**src/core/cofc_map.svh**
```systemverilog
// What this block does
// - A 13-bit freeze mask holds one enable bit for each of 13 of the 15 clock outputs.
// - The two zero-numbered bus and peripheral bus clocks have no mask bit and the serial port never stops them.
// - A mask bit loaded as zero freezes its output and a mask bit loaded as one lets it run.
// - A frozen output is held low for as long as it stays frozen.
// - A low-going strobe pulse with the common level low freezes all fifteen outputs together.
// - A low-going strobe pulse with the common level high unfreezes all fifteen outputs together.
// - A freeze never pulls an output low early; it waits for the natural low and then holds it.
// - An unfreeze re-enables an output only while its source clock is low, so no short high pulse appears.
// - A serial load is one low start bit followed by 13 NRZ mask bits.
// - Each serial bit lasts one shift clock period and is sampled on the shift clock rising edge.
// - Mask bits 0, 1 and 2 gate the double rate, cpu qualifier and bus qualifier clocks, bits 3-6 bus clocks 1-4, bits 7-12 peripheral clocks 1-6.
// - An unfreeze-all strobe restarts outputs the mask had frozen without reloading the mask.
`ifndef COFC_MAP_SVH
`define COFC_MAP_SVH

// Output index: 0 double rate cpu, 1 cpu qualifier, 2 bus qualifier, 3-6 bus 1-4,
// 7-12 peripheral 1-6, 13 bus clock zero, 14 peripheral bus clock zero.
`define COFC_NUM_OUT 15
`define COFC_MASK_BITS 13
`define COFC_UNMASKED_LSB 13
`define COFC_CNT_W 4
`define COFC_LAST_BIT 4'hC
`define COFC_CNT_RST 4'h0
`define COFC_MASK_RST 13'h1FFF
`define COFC_ALL_RUN 15'h7FFF
`define COFC_ALL_FROZEN 15'h0000
`define COFC_SYNC_W 19
`define COFC_SYNC_RST 19'h7FFFF
`define COFC_SYNC_STROBE 18
`define COFC_SYNC_LEVEL 17
`define COFC_SYNC_DATA 16
`define COFC_SYNC_SCLK 15
`define COFC_START_BIT 1'h0

`endif

```
**src/core/cofc_pad.sv**
```systemverilog
`timescale 1ns/100ps
`default_nettype none
`default_nettype wire

```
**src/core/cofc_pkg.sv**
```systemverilog
`default_nettype none
package cofc_pkg;
	typedef enum logic {COFC_IDLE, COFC_SHIFT} cofc_state_t;
endpackage
`default_nettype wire

```
**src/core/cofc_freeze.sv**
```systemverilog
`timescale 1ns/100ps
`default_nettype none
`include "cofc_map.svh"

module cofc_freeze
(
	input wire logic mclk_in,
	input wire logic rst_n_in,
	input wire logic freeze_serial_in,
	input wire logic freeze_shift_clock_in,
	input wire logic freeze_all_strobe_n_in,
	input wire logic common_freeze_level_in,
	input wire logic [`COFC_NUM_OUT-1:0] source_clock_in,
	output logic [`COFC_NUM_OUT-1:0] gated_clock_out,
	output logic [`COFC_NUM_OUT-1:0] output_running_out
);
	import cofc_pkg::*;

	// ****************************************************************
	// State.
	// ****************************************************************
	logic [`COFC_SYNC_W-1:0] sync1_reg, sync1_next;
	logic [`COFC_SYNC_W-1:0] sync2_reg, sync2_next;
	logic sclk_prev_reg, sclk_prev_next;
	logic strobe_prev_reg, strobe_prev_next;
	cofc_state_t state_reg, state_next;
	logic [`COFC_CNT_W-1:0] cnt_reg, cnt_next;
	logic [`COFC_MASK_BITS-1:0] shift_reg, shift_next;
	logic [`COFC_MASK_BITS-1:0] output_freeze_mask_reg, output_freeze_mask_next;
	logic [`COFC_NUM_OUT-1:0] want_reg, want_next;
	logic [`COFC_NUM_OUT-1:0] en_reg, en_next;
	logic [`COFC_NUM_OUT-1:0] gated_reg, gated_next;

	logic [`COFC_NUM_OUT-1:0] src_s;
	logic data_s;
	logic shift_rise;
	logic strobe_ev;
	logic level_s;
	logic load_ev;
	logic [`COFC_MASK_BITS-1:0] load_word;

	assign src_s = sync2_reg[`COFC_NUM_OUT-1:0];
	assign data_s = sync2_reg[`COFC_SYNC_DATA];
	assign level_s = sync2_reg[`COFC_SYNC_LEVEL];
	assign shift_rise = sync2_reg[`COFC_SYNC_SCLK] & ~sclk_prev_reg;
	assign strobe_ev = ~sync2_reg[`COFC_SYNC_STROBE] & strobe_prev_reg;
	assign load_ev = (state_reg == COFC_SHIFT) && shift_rise && (cnt_reg == `COFC_LAST_BIT);
	assign load_word = shift_reg | ({{(`COFC_MASK_BITS-1){1'b0}}, data_s} << cnt_reg);

	// ****************************************************************
	// Next-state logic.
	// ****************************************************************
	always_comb
	begin
		sync1_next = {freeze_all_strobe_n_in, common_freeze_level_in, freeze_serial_in,
			freeze_shift_clock_in, source_clock_in};
		sync2_next = sync1_reg;
		sclk_prev_next = sync2_reg[`COFC_SYNC_SCLK];
		strobe_prev_next = sync2_reg[`COFC_SYNC_STROBE];
		state_next = state_reg;
		cnt_next = cnt_reg;
		shift_next = shift_reg;
		output_freeze_mask_next = output_freeze_mask_reg;
		want_next = want_reg;

		// Serial receiver, bit 0 first, sampled on the shift clock rising edge.
		if (shift_rise)
		begin
			case (state_reg)
				COFC_IDLE:
				begin
					if (data_s == `COFC_START_BIT)
					begin
						state_next = COFC_SHIFT;
						cnt_next = `COFC_CNT_RST;
						shift_next = {`COFC_MASK_BITS{1'b0}};
					end
				end
				COFC_SHIFT:
				begin
					shift_next = load_word;
					cnt_next = cnt_reg + 4'h1;
					if (load_ev)
					begin
						state_next = COFC_IDLE;
						output_freeze_mask_next = load_word;
					end
				end
				default:
				begin
					state_next = COFC_IDLE;
				end
			endcase
		end

		// A new mask touches only the 13 masked outputs; the strobe wins a tie.
		if (load_ev)
		begin
			want_next[`COFC_MASK_BITS-1:0] = load_word;
		end
		if (strobe_ev)
		begin
			want_next = level_s ? `COFC_ALL_RUN : `COFC_ALL_FROZEN;
		end

		// Enables only change while the source clock is low, so the gated
		// clock never loses the tail of a high phase nor gains a runt.
		for (int i = 0; i < `COFC_NUM_OUT; i++)
		begin
			en_next[i] = src_s[i] ? en_reg[i] : want_reg[i];
			gated_next[i] = src_s[i] & en_next[i];
		end
	end

	// ****************************************************************
	// Registers.
	// ****************************************************************
	always_ff @(posedge mclk_in)
	begin
		if (!rst_n_in)
		begin
			sync1_reg <= `COFC_SYNC_RST;
			sync2_reg <= `COFC_SYNC_RST;
			sclk_prev_reg <= 1'h1;
			strobe_prev_reg <= 1'h1;
			state_reg <= COFC_IDLE;
			cnt_reg <= `COFC_CNT_RST;
			shift_reg <= `COFC_MASK_RST;
			output_freeze_mask_reg <= `COFC_MASK_RST;
			want_reg <= `COFC_ALL_RUN;
			en_reg <= `COFC_ALL_RUN;
			gated_reg <= `COFC_ALL_FROZEN;
		end
		else
		begin
			sync1_reg <= sync1_next;
			sync2_reg <= sync2_next;
			sclk_prev_reg <= sclk_prev_next;
			strobe_prev_reg <= strobe_prev_next;
			state_reg <= state_next;
			cnt_reg <= cnt_next;
			shift_reg <= shift_next;
			output_freeze_mask_reg <= output_freeze_mask_next;
			want_reg <= want_next;
			en_reg <= en_next;
			gated_reg <= gated_next;
		end
	end

	assign gated_clock_out = gated_reg;
	assign output_running_out = en_reg;
endmodule

`default_nettype wire

```
**config.mk**
```make
export PLATFORM = sky130hd
export DESIGN_NAME = cofc_freeze
export DESIGN_NICKNAME = d
export VERILOG_FILES = /design/src/core/cofc_pad.sv /design/src/core/cofc_pkg.sv /design/src/core/cofc_freeze.sv
export VERILOG_INCLUDE_DIRS = /design/src /design/src/core
export SDC_FILE = /design/constraint.sdc
export NUM_CORES = 1
export LEC_CHECK = 0
export ABC_AREA = 1
export BUFFER_PORTS_ARGS = -buffer_cell sky130_fd_sc_hd__buf_2
export CAP_MARGIN = 10
export CORE_MARGIN = 2
export CORE_UTILIZATION = 55
export DETAILED_ROUTE_END_ITERATION = 10
export MAX_ROUTING_LAYER = met4
export PLACE_DENSITY = 0.77
export SYNTH_ARGS = -nofsm -noshare
export SYNTH_HDL_FRONTEND = slang
export SYNTH_SLANG_ARGS = --single-unit
export TNS_END_PERCENT = 100
```
**constraint.sdc**
```tcl
create_clock -name mclk_in -period 1.4 [get_ports mclk_in]
set_input_delay 0.07 -clock mclk_in [delete_from_list [all_inputs] [get_ports mclk_in]]
set_output_delay 0.07 -clock mclk_in [all_outputs]
set_load 0.01 [all_outputs]
```
# Word level (Yosys, flattened, before mapping)

Cells that the tools add are included.

$add $sub $neg: 1
Equal/unequal tests: 2
Shifts and indexed selects: 1
Mux-type cells: 25
Bitwise operators: 21
Reduce and logical (&&, ||, !) cells: 4

Operator list:

| kind                  | number |
|---|---|
| $mux W13              | 3 |
| $pmux W13 S2          | 1 |
| $and A1 B1 Y1         | 17 |
| $mux W1               | 17 |
| $mux W15              | 1 |
| $or A13 B13 Y13       | 1 |
| $shl A1 B4 Y13        | 1 |
| $pmux W4 S2           | 1 |
| $add A4 B1 Y4 const B | 1 |
| $eq A4 B4 Y1 const B  | 1 |
| $mux W4               | 1 |
| $not A1 Y1            | 3 |
| $logic_and A1 B1 Y1   | 2 |
| $ne A2 B2 Y1 const B  | 1 |
| $pmux W1 S2           | 1 |
| $reduce_and A2 Y1     | 1 |
| $reduce_bool A2 Y1    | 1 |

Register bits: 103
Input bits: 21
Output and inout bits: 30
Logic and storage cells: 65

# Depth between registers and ports, before layout

Word-level depth: 6
Depth in mapped cells: 9
Depth with buffers taken out: 8

# Worst setup path before layout

Ideal clock, no wire load.

Kind: flip-flop to flip-flop
Start point: reg cnt_reg[1]
End point: reg want_reg[1]
Setup time: 0.112 ns
Data arrival time: 1.132 ns
Required time: 1.288 ns
Slack: 0.157 ns
Stages on the path, launching flop included: 8
Buffers on the path: 1
Period minus slack after synthesis: 1.243 ns
Cells stage by stage: dfxtp_1 -> inv_2 -> ha_1 -> nand3b_4 -> nand2_2 -> buf_6 -> nand2_1 -> nand2_1

Word-level cells in the longest chain between the ends: 4
Elaborated cells between the ends (all ways): 7
Classes of those cells: eq/ne: 1; shift: 1; mux: 2; bitwise: 1; reduce/logical: 2

RTL lines:

| element                | RTL line           | text |
|---|---|---|
| start, declared        | cofc_freeze.sv:27  | `` logic [`COFC_CNT_W-1:0] cnt_reg, cnt_next; `` |
| start signal, assigned | cofc_freeze.sv:127 | `` cnt_reg <= `COFC_CNT_RST; `` |
| start signal, assigned | cofc_freeze.sv:141 | `cnt_reg <= cnt_next;` |
| $shl A1 B4 Y13         | cofc_freeze.sv:48  | `` assign load_word = shift_reg \| ({{(`COFC_MASK_BITS-1){1'b0}}, data_s} << cnt_reg); `` |
| $or A13 B13 Y13        | cofc_freeze.sv:48  |  |
| $mux W13               | cofc_freeze.sv:97  | `if (load_ev)` |
| $mux W13               | cofc_freeze.sv:101 | `if (strobe_ev)` |
| end signal, assigned   | cofc_freeze.sv:130 | `` want_reg <= `COFC_ALL_RUN; `` |
| end signal, assigned   | cofc_freeze.sv:144 | `want_reg <= want_next;` |
| end, declared          | cofc_freeze.sv:30  | `` logic [`COFC_NUM_OUT-1:0] want_reg, want_next; `` |

Several ways; a longest one is shown, not always the timed one. The select of a mux whose other input is x is not followed.
A chain may end at the register's enable or synchronous reset.

# Worst setup path in the final report

Start point: reg cnt_reg[0]
End point: reg want_reg[11]

The elaborated chain is that of the path after synthesis.

==> impl_metrics.sql <==
INSERT INTO impl_metrics (metric_group, metric, value, unit) VALUES
('status', 'outcome', 'finished clean', ''),
('sta', 'fin_tns_setup', '0', 'ns'),
('global_routing', 'grt_util_all_layers', '19.9', '%'),
('placed_design', 'dpl-instance-area', '3930', 'um^2'),
('sta', 'worst_pin_slew', '0.422', 'ns'),
('setup_path', 'worstPathCellList', 'inv_1 > ha_1 > nand3b_4 > buf_12 > nand3_1 > nand2_1 > clkinv_1 > nand2_1', ''),
('floorplanning', 'fp-row-count', '29', ''),
('placed_design', 'gpl.final_weighted_congestion', '0.885', ''),
('finish', 'nFillCells', '514', ''),
('setup_path', 'worst_setup_path_start_kind', 'flip-flop', ''),
('sta', 'final-setup-viol-count', '0', ''),
('synth', 'synth_xor_xnor_area_share', '0.245', '%'),
('cts', 'numCtsBuffers', '9', ''),
('sta', 'hold_slack', '0.0928', 'ns'),
('sta', 'post-route-min-period', '1.24', 'ns'),
('setup_path', 'worst-setup-path-type', 'flip-flop to flip-flop', ''),
('job', 'maxCapViolCount', '0', ''),
('cts', 'htreeDepth', '3', ''),
('power_and_ir_drop', 'max-vdd-ir-drop', '0.824', 'mV'),
('detailed_routing', 'average_vias_per_placed_instance', '4.74', ''),
('global_routing', 'grt_start_max_net_pins', '44', ''),
('cts', 'clk_transition_reported_paths', '0.09', 'ns'),
('sta', 'worst_case_clock_skew', '0.0106', 'ns'),
('finish', 'multiInputGateArea', '1240', 'um^2'),
('detailed_routing', 'firstDrtPassIters', '5', ''),
('setup_path', 'timing.critical_path.mode_cell', 'sky130_fd_sc_hd__nand2_1', ''),
('cts', 'cts.path.max_buffers', '2', ''),
('setup_path', 'ff2ff_setup_slack', '0.16', 'ns'),
('power_and_ir_drop', 'cellLeakagePower', '2.22', 'nW'),
('setup_path', 'critPathMaxStageDelay', '0.39', 'ns'),
('cts', 'clock-sinks', '102', ''),
('setup_path', 'worstPathRequired', '1.71', 'ns'),
('synth', 'syn_nets', '441', ''),
('synth', 'synth_compound_gate_area_share', '8.09', '%'),
('cts', 'clock_insertion_delay_worst_skew', '0.37', 'ns'),
('cts', 'clockRootBuffer', 'sky130_fd_sc_hd__clkbuf_8', ''),
('finish', 'mostFrequentLayoutCell', 'sky130_fd_sc_hd__nand2_1', ''),
('synth', 'post_synth_fa_ha_maj_area_fraction', '0.700', '%'),
('synth', 'yosysUniqueCellTypes', '23', ''),
('synth', 'synthesized_area_fraction_occupied_by_and_or_nand_nor_cells', '25.7', '%'),
('synth', 'avgSynthCellArea', '8.55', 'um^2'),
('synth', 'yosysWarnings', '0', ''),
('min_path', 'hold_class', 'input port to flip-flop', ''),
('synth', 'synth_top_family_by_area', 'simple AND/OR/NAND/NOR gates', ''),
('finish', 'area_growth_from_synthesis_to_final_layout', '21.4', '%'),
('setup_path', 'critical-path-slowest-cell', 'sky130_fd_sc_hd__dfxtp_2', ''),
('global_routing', 'grt_pass1_vias', '2579', ''),
('setup_path', 'worst_ep_arrival_time', '1.56', 'ns'),
('floorplanning', 'start_util', '56.6', '%'),
('global_routing', 'global_route.overflow_total', '0', ''),
('detailed_routing', 'detailroute.via_count', '2713', ''),
('detailed_routing', 'drtAntennaViolNets', '0', ''),
('finish', 'antenna_cells_inserted', '0', ''),
('floorplanning', 'die-area', '7160', 'um^2'),
('sta', 'slew_violations', '0', ''),
('synth', 'ys_seq_elements', '102', ''),
('synth', 'synth_mux_area_share', '0', '%'),
('synth', 'seq_area_frac_synth', '57.1', '%'),
('finish', 'post_route_cells_drive_above_1_share', '26.1', '%'),
('global_routing', 'grt_antenna_before_repair', '0', ''),
('detailed_routing', 'detail_route.iter0.violations', '103', ''),
('synth', 'mappedNetlistArea', '3570', 'um^2'),
('detailed_routing', 'drc_errors', '0', ''),
('setup_path', 'crit_path_max_fanout', '14', ''),
('global_routing', 'global_route_wire_length_before_repair', '11100', 'um'),
('sta', 'rsz0062_at_grt', 'no', ''),
('synth', 'synthesis.instances', '418', ''),
('finish', 'fin_area', '4340', 'um^2'),
('finish', 'seq_area', '2040', 'um^2'),
('floorplanning', 'standard_cell_core_area', '6310', 'um^2'),
('floorplanning', 'die_width', '84.6', 'um');
-- per-stage QoR --
step	power (W)	utilization (%)	worst slack, ns	std cells
final	0.00542	68.7	0.158	572
after global routing	0.00565	68.7	0.00648	572
after CTS	0.00547	68.7	0.0895	572
after detailed placement	0.00353	62.3	0.105	537
after global placement	0.00351	62.3	0.153	537
after floorplan	0.00339	-	0.157	418
-- cell usage after synthesis (all sizes together) --
master | number | share of area [%]
a21oi | 13 | 1.8
buf | 9 | 1.7
clkbuf | 11 | 1.2
clkinv | 8 | 0.84
dfxtp | 102 | 57
ha | 2 | 0.70
inv | 42 | 4.4
nand2 | 111 | 12
nand3 | 20 | 2.8
nand3b | 1 | 0.56
nand4 | 6 | 1.1
nor2 | 20 | 2.6
o211ai | 22 | 4.6
o21ai | 11 | 1.6
or2 | 39 | 6.8
xor2 | 1 | 0.25
-- area by class of cell --
| cell class | count | share of cell area (%) |
|---|---|---|
| tap | 77 | 2.22 |
| multi-input combinational | 246 | 28.6 |
| sequential | 102 | 47.1 |
| timing repair buffer | 81 | 12.8 |
| clock buffer | 10 | 3.17 |
| inverter | 50 | 4.33 |
| clock inverter | 6 | 1.73 |
-- worst paths after layout --
path	start	to	cells past startpoint
setup reg to reg	cnt_reg[0]	want_reg[11]	8
hold / removal	rst_n_in	strobe_prev_reg	3
setup / recovery	cnt_reg[0]	want_reg[11]	8
hold reg to reg	sync1_reg[3]	sync2_reg[3]	1
-- worst max-delay path: cells and delay by family (launching register included) --
family                     cells  cell delay [ns]
DFF                            1             0.39
and+or+nand+nor                4             0.32
buffers and inverters          3             0.26
adders and majority gates      1             0.22
-- where the power goes --
| part | total, W | internal (W) | switching [W] |
|---|---|---|---|
| sequential | 0.00308 | 0.00304 | 0.0000464 |
| combinational | 0.000414 | 0.000202 | 0.000212 |
| clock | 0.00192 | 0.000903 | 0.00102 |
| total | 0.00542 | 0.00414 | 0.00128 |
-- per-layer routing --
layer | vias to the layer above | part of all wire, % | GRT usage (%)
met2 | 44 | 49 | 33.3
met4 | 0 | 1.5 | 7.36
met3 | 9 | 3.4 | 4.82
met5 | - | 0 | -
li1 | 1444 | - | -
met1 | 1216 | 46 | 23.1
-- repair_timing --
| item | 4_1_cts | 5_1_grt |
|---|---|---|
| setup endpoints to repair | 0 | 1 |
| gates resized for setup | 0 | 1 |
| endpoints found under the hold margin | 19 | 0 |
| hold buffers | 19 | 0 |
-- cell families after synthesis --
logic type	count (synthesis)
simple gates	197
fa+ha+maj	2
xor+xnor	1
flops	102
buf+inv	70
compound gates	46
No activity file was read; power rests on OpenSTA's default activity.
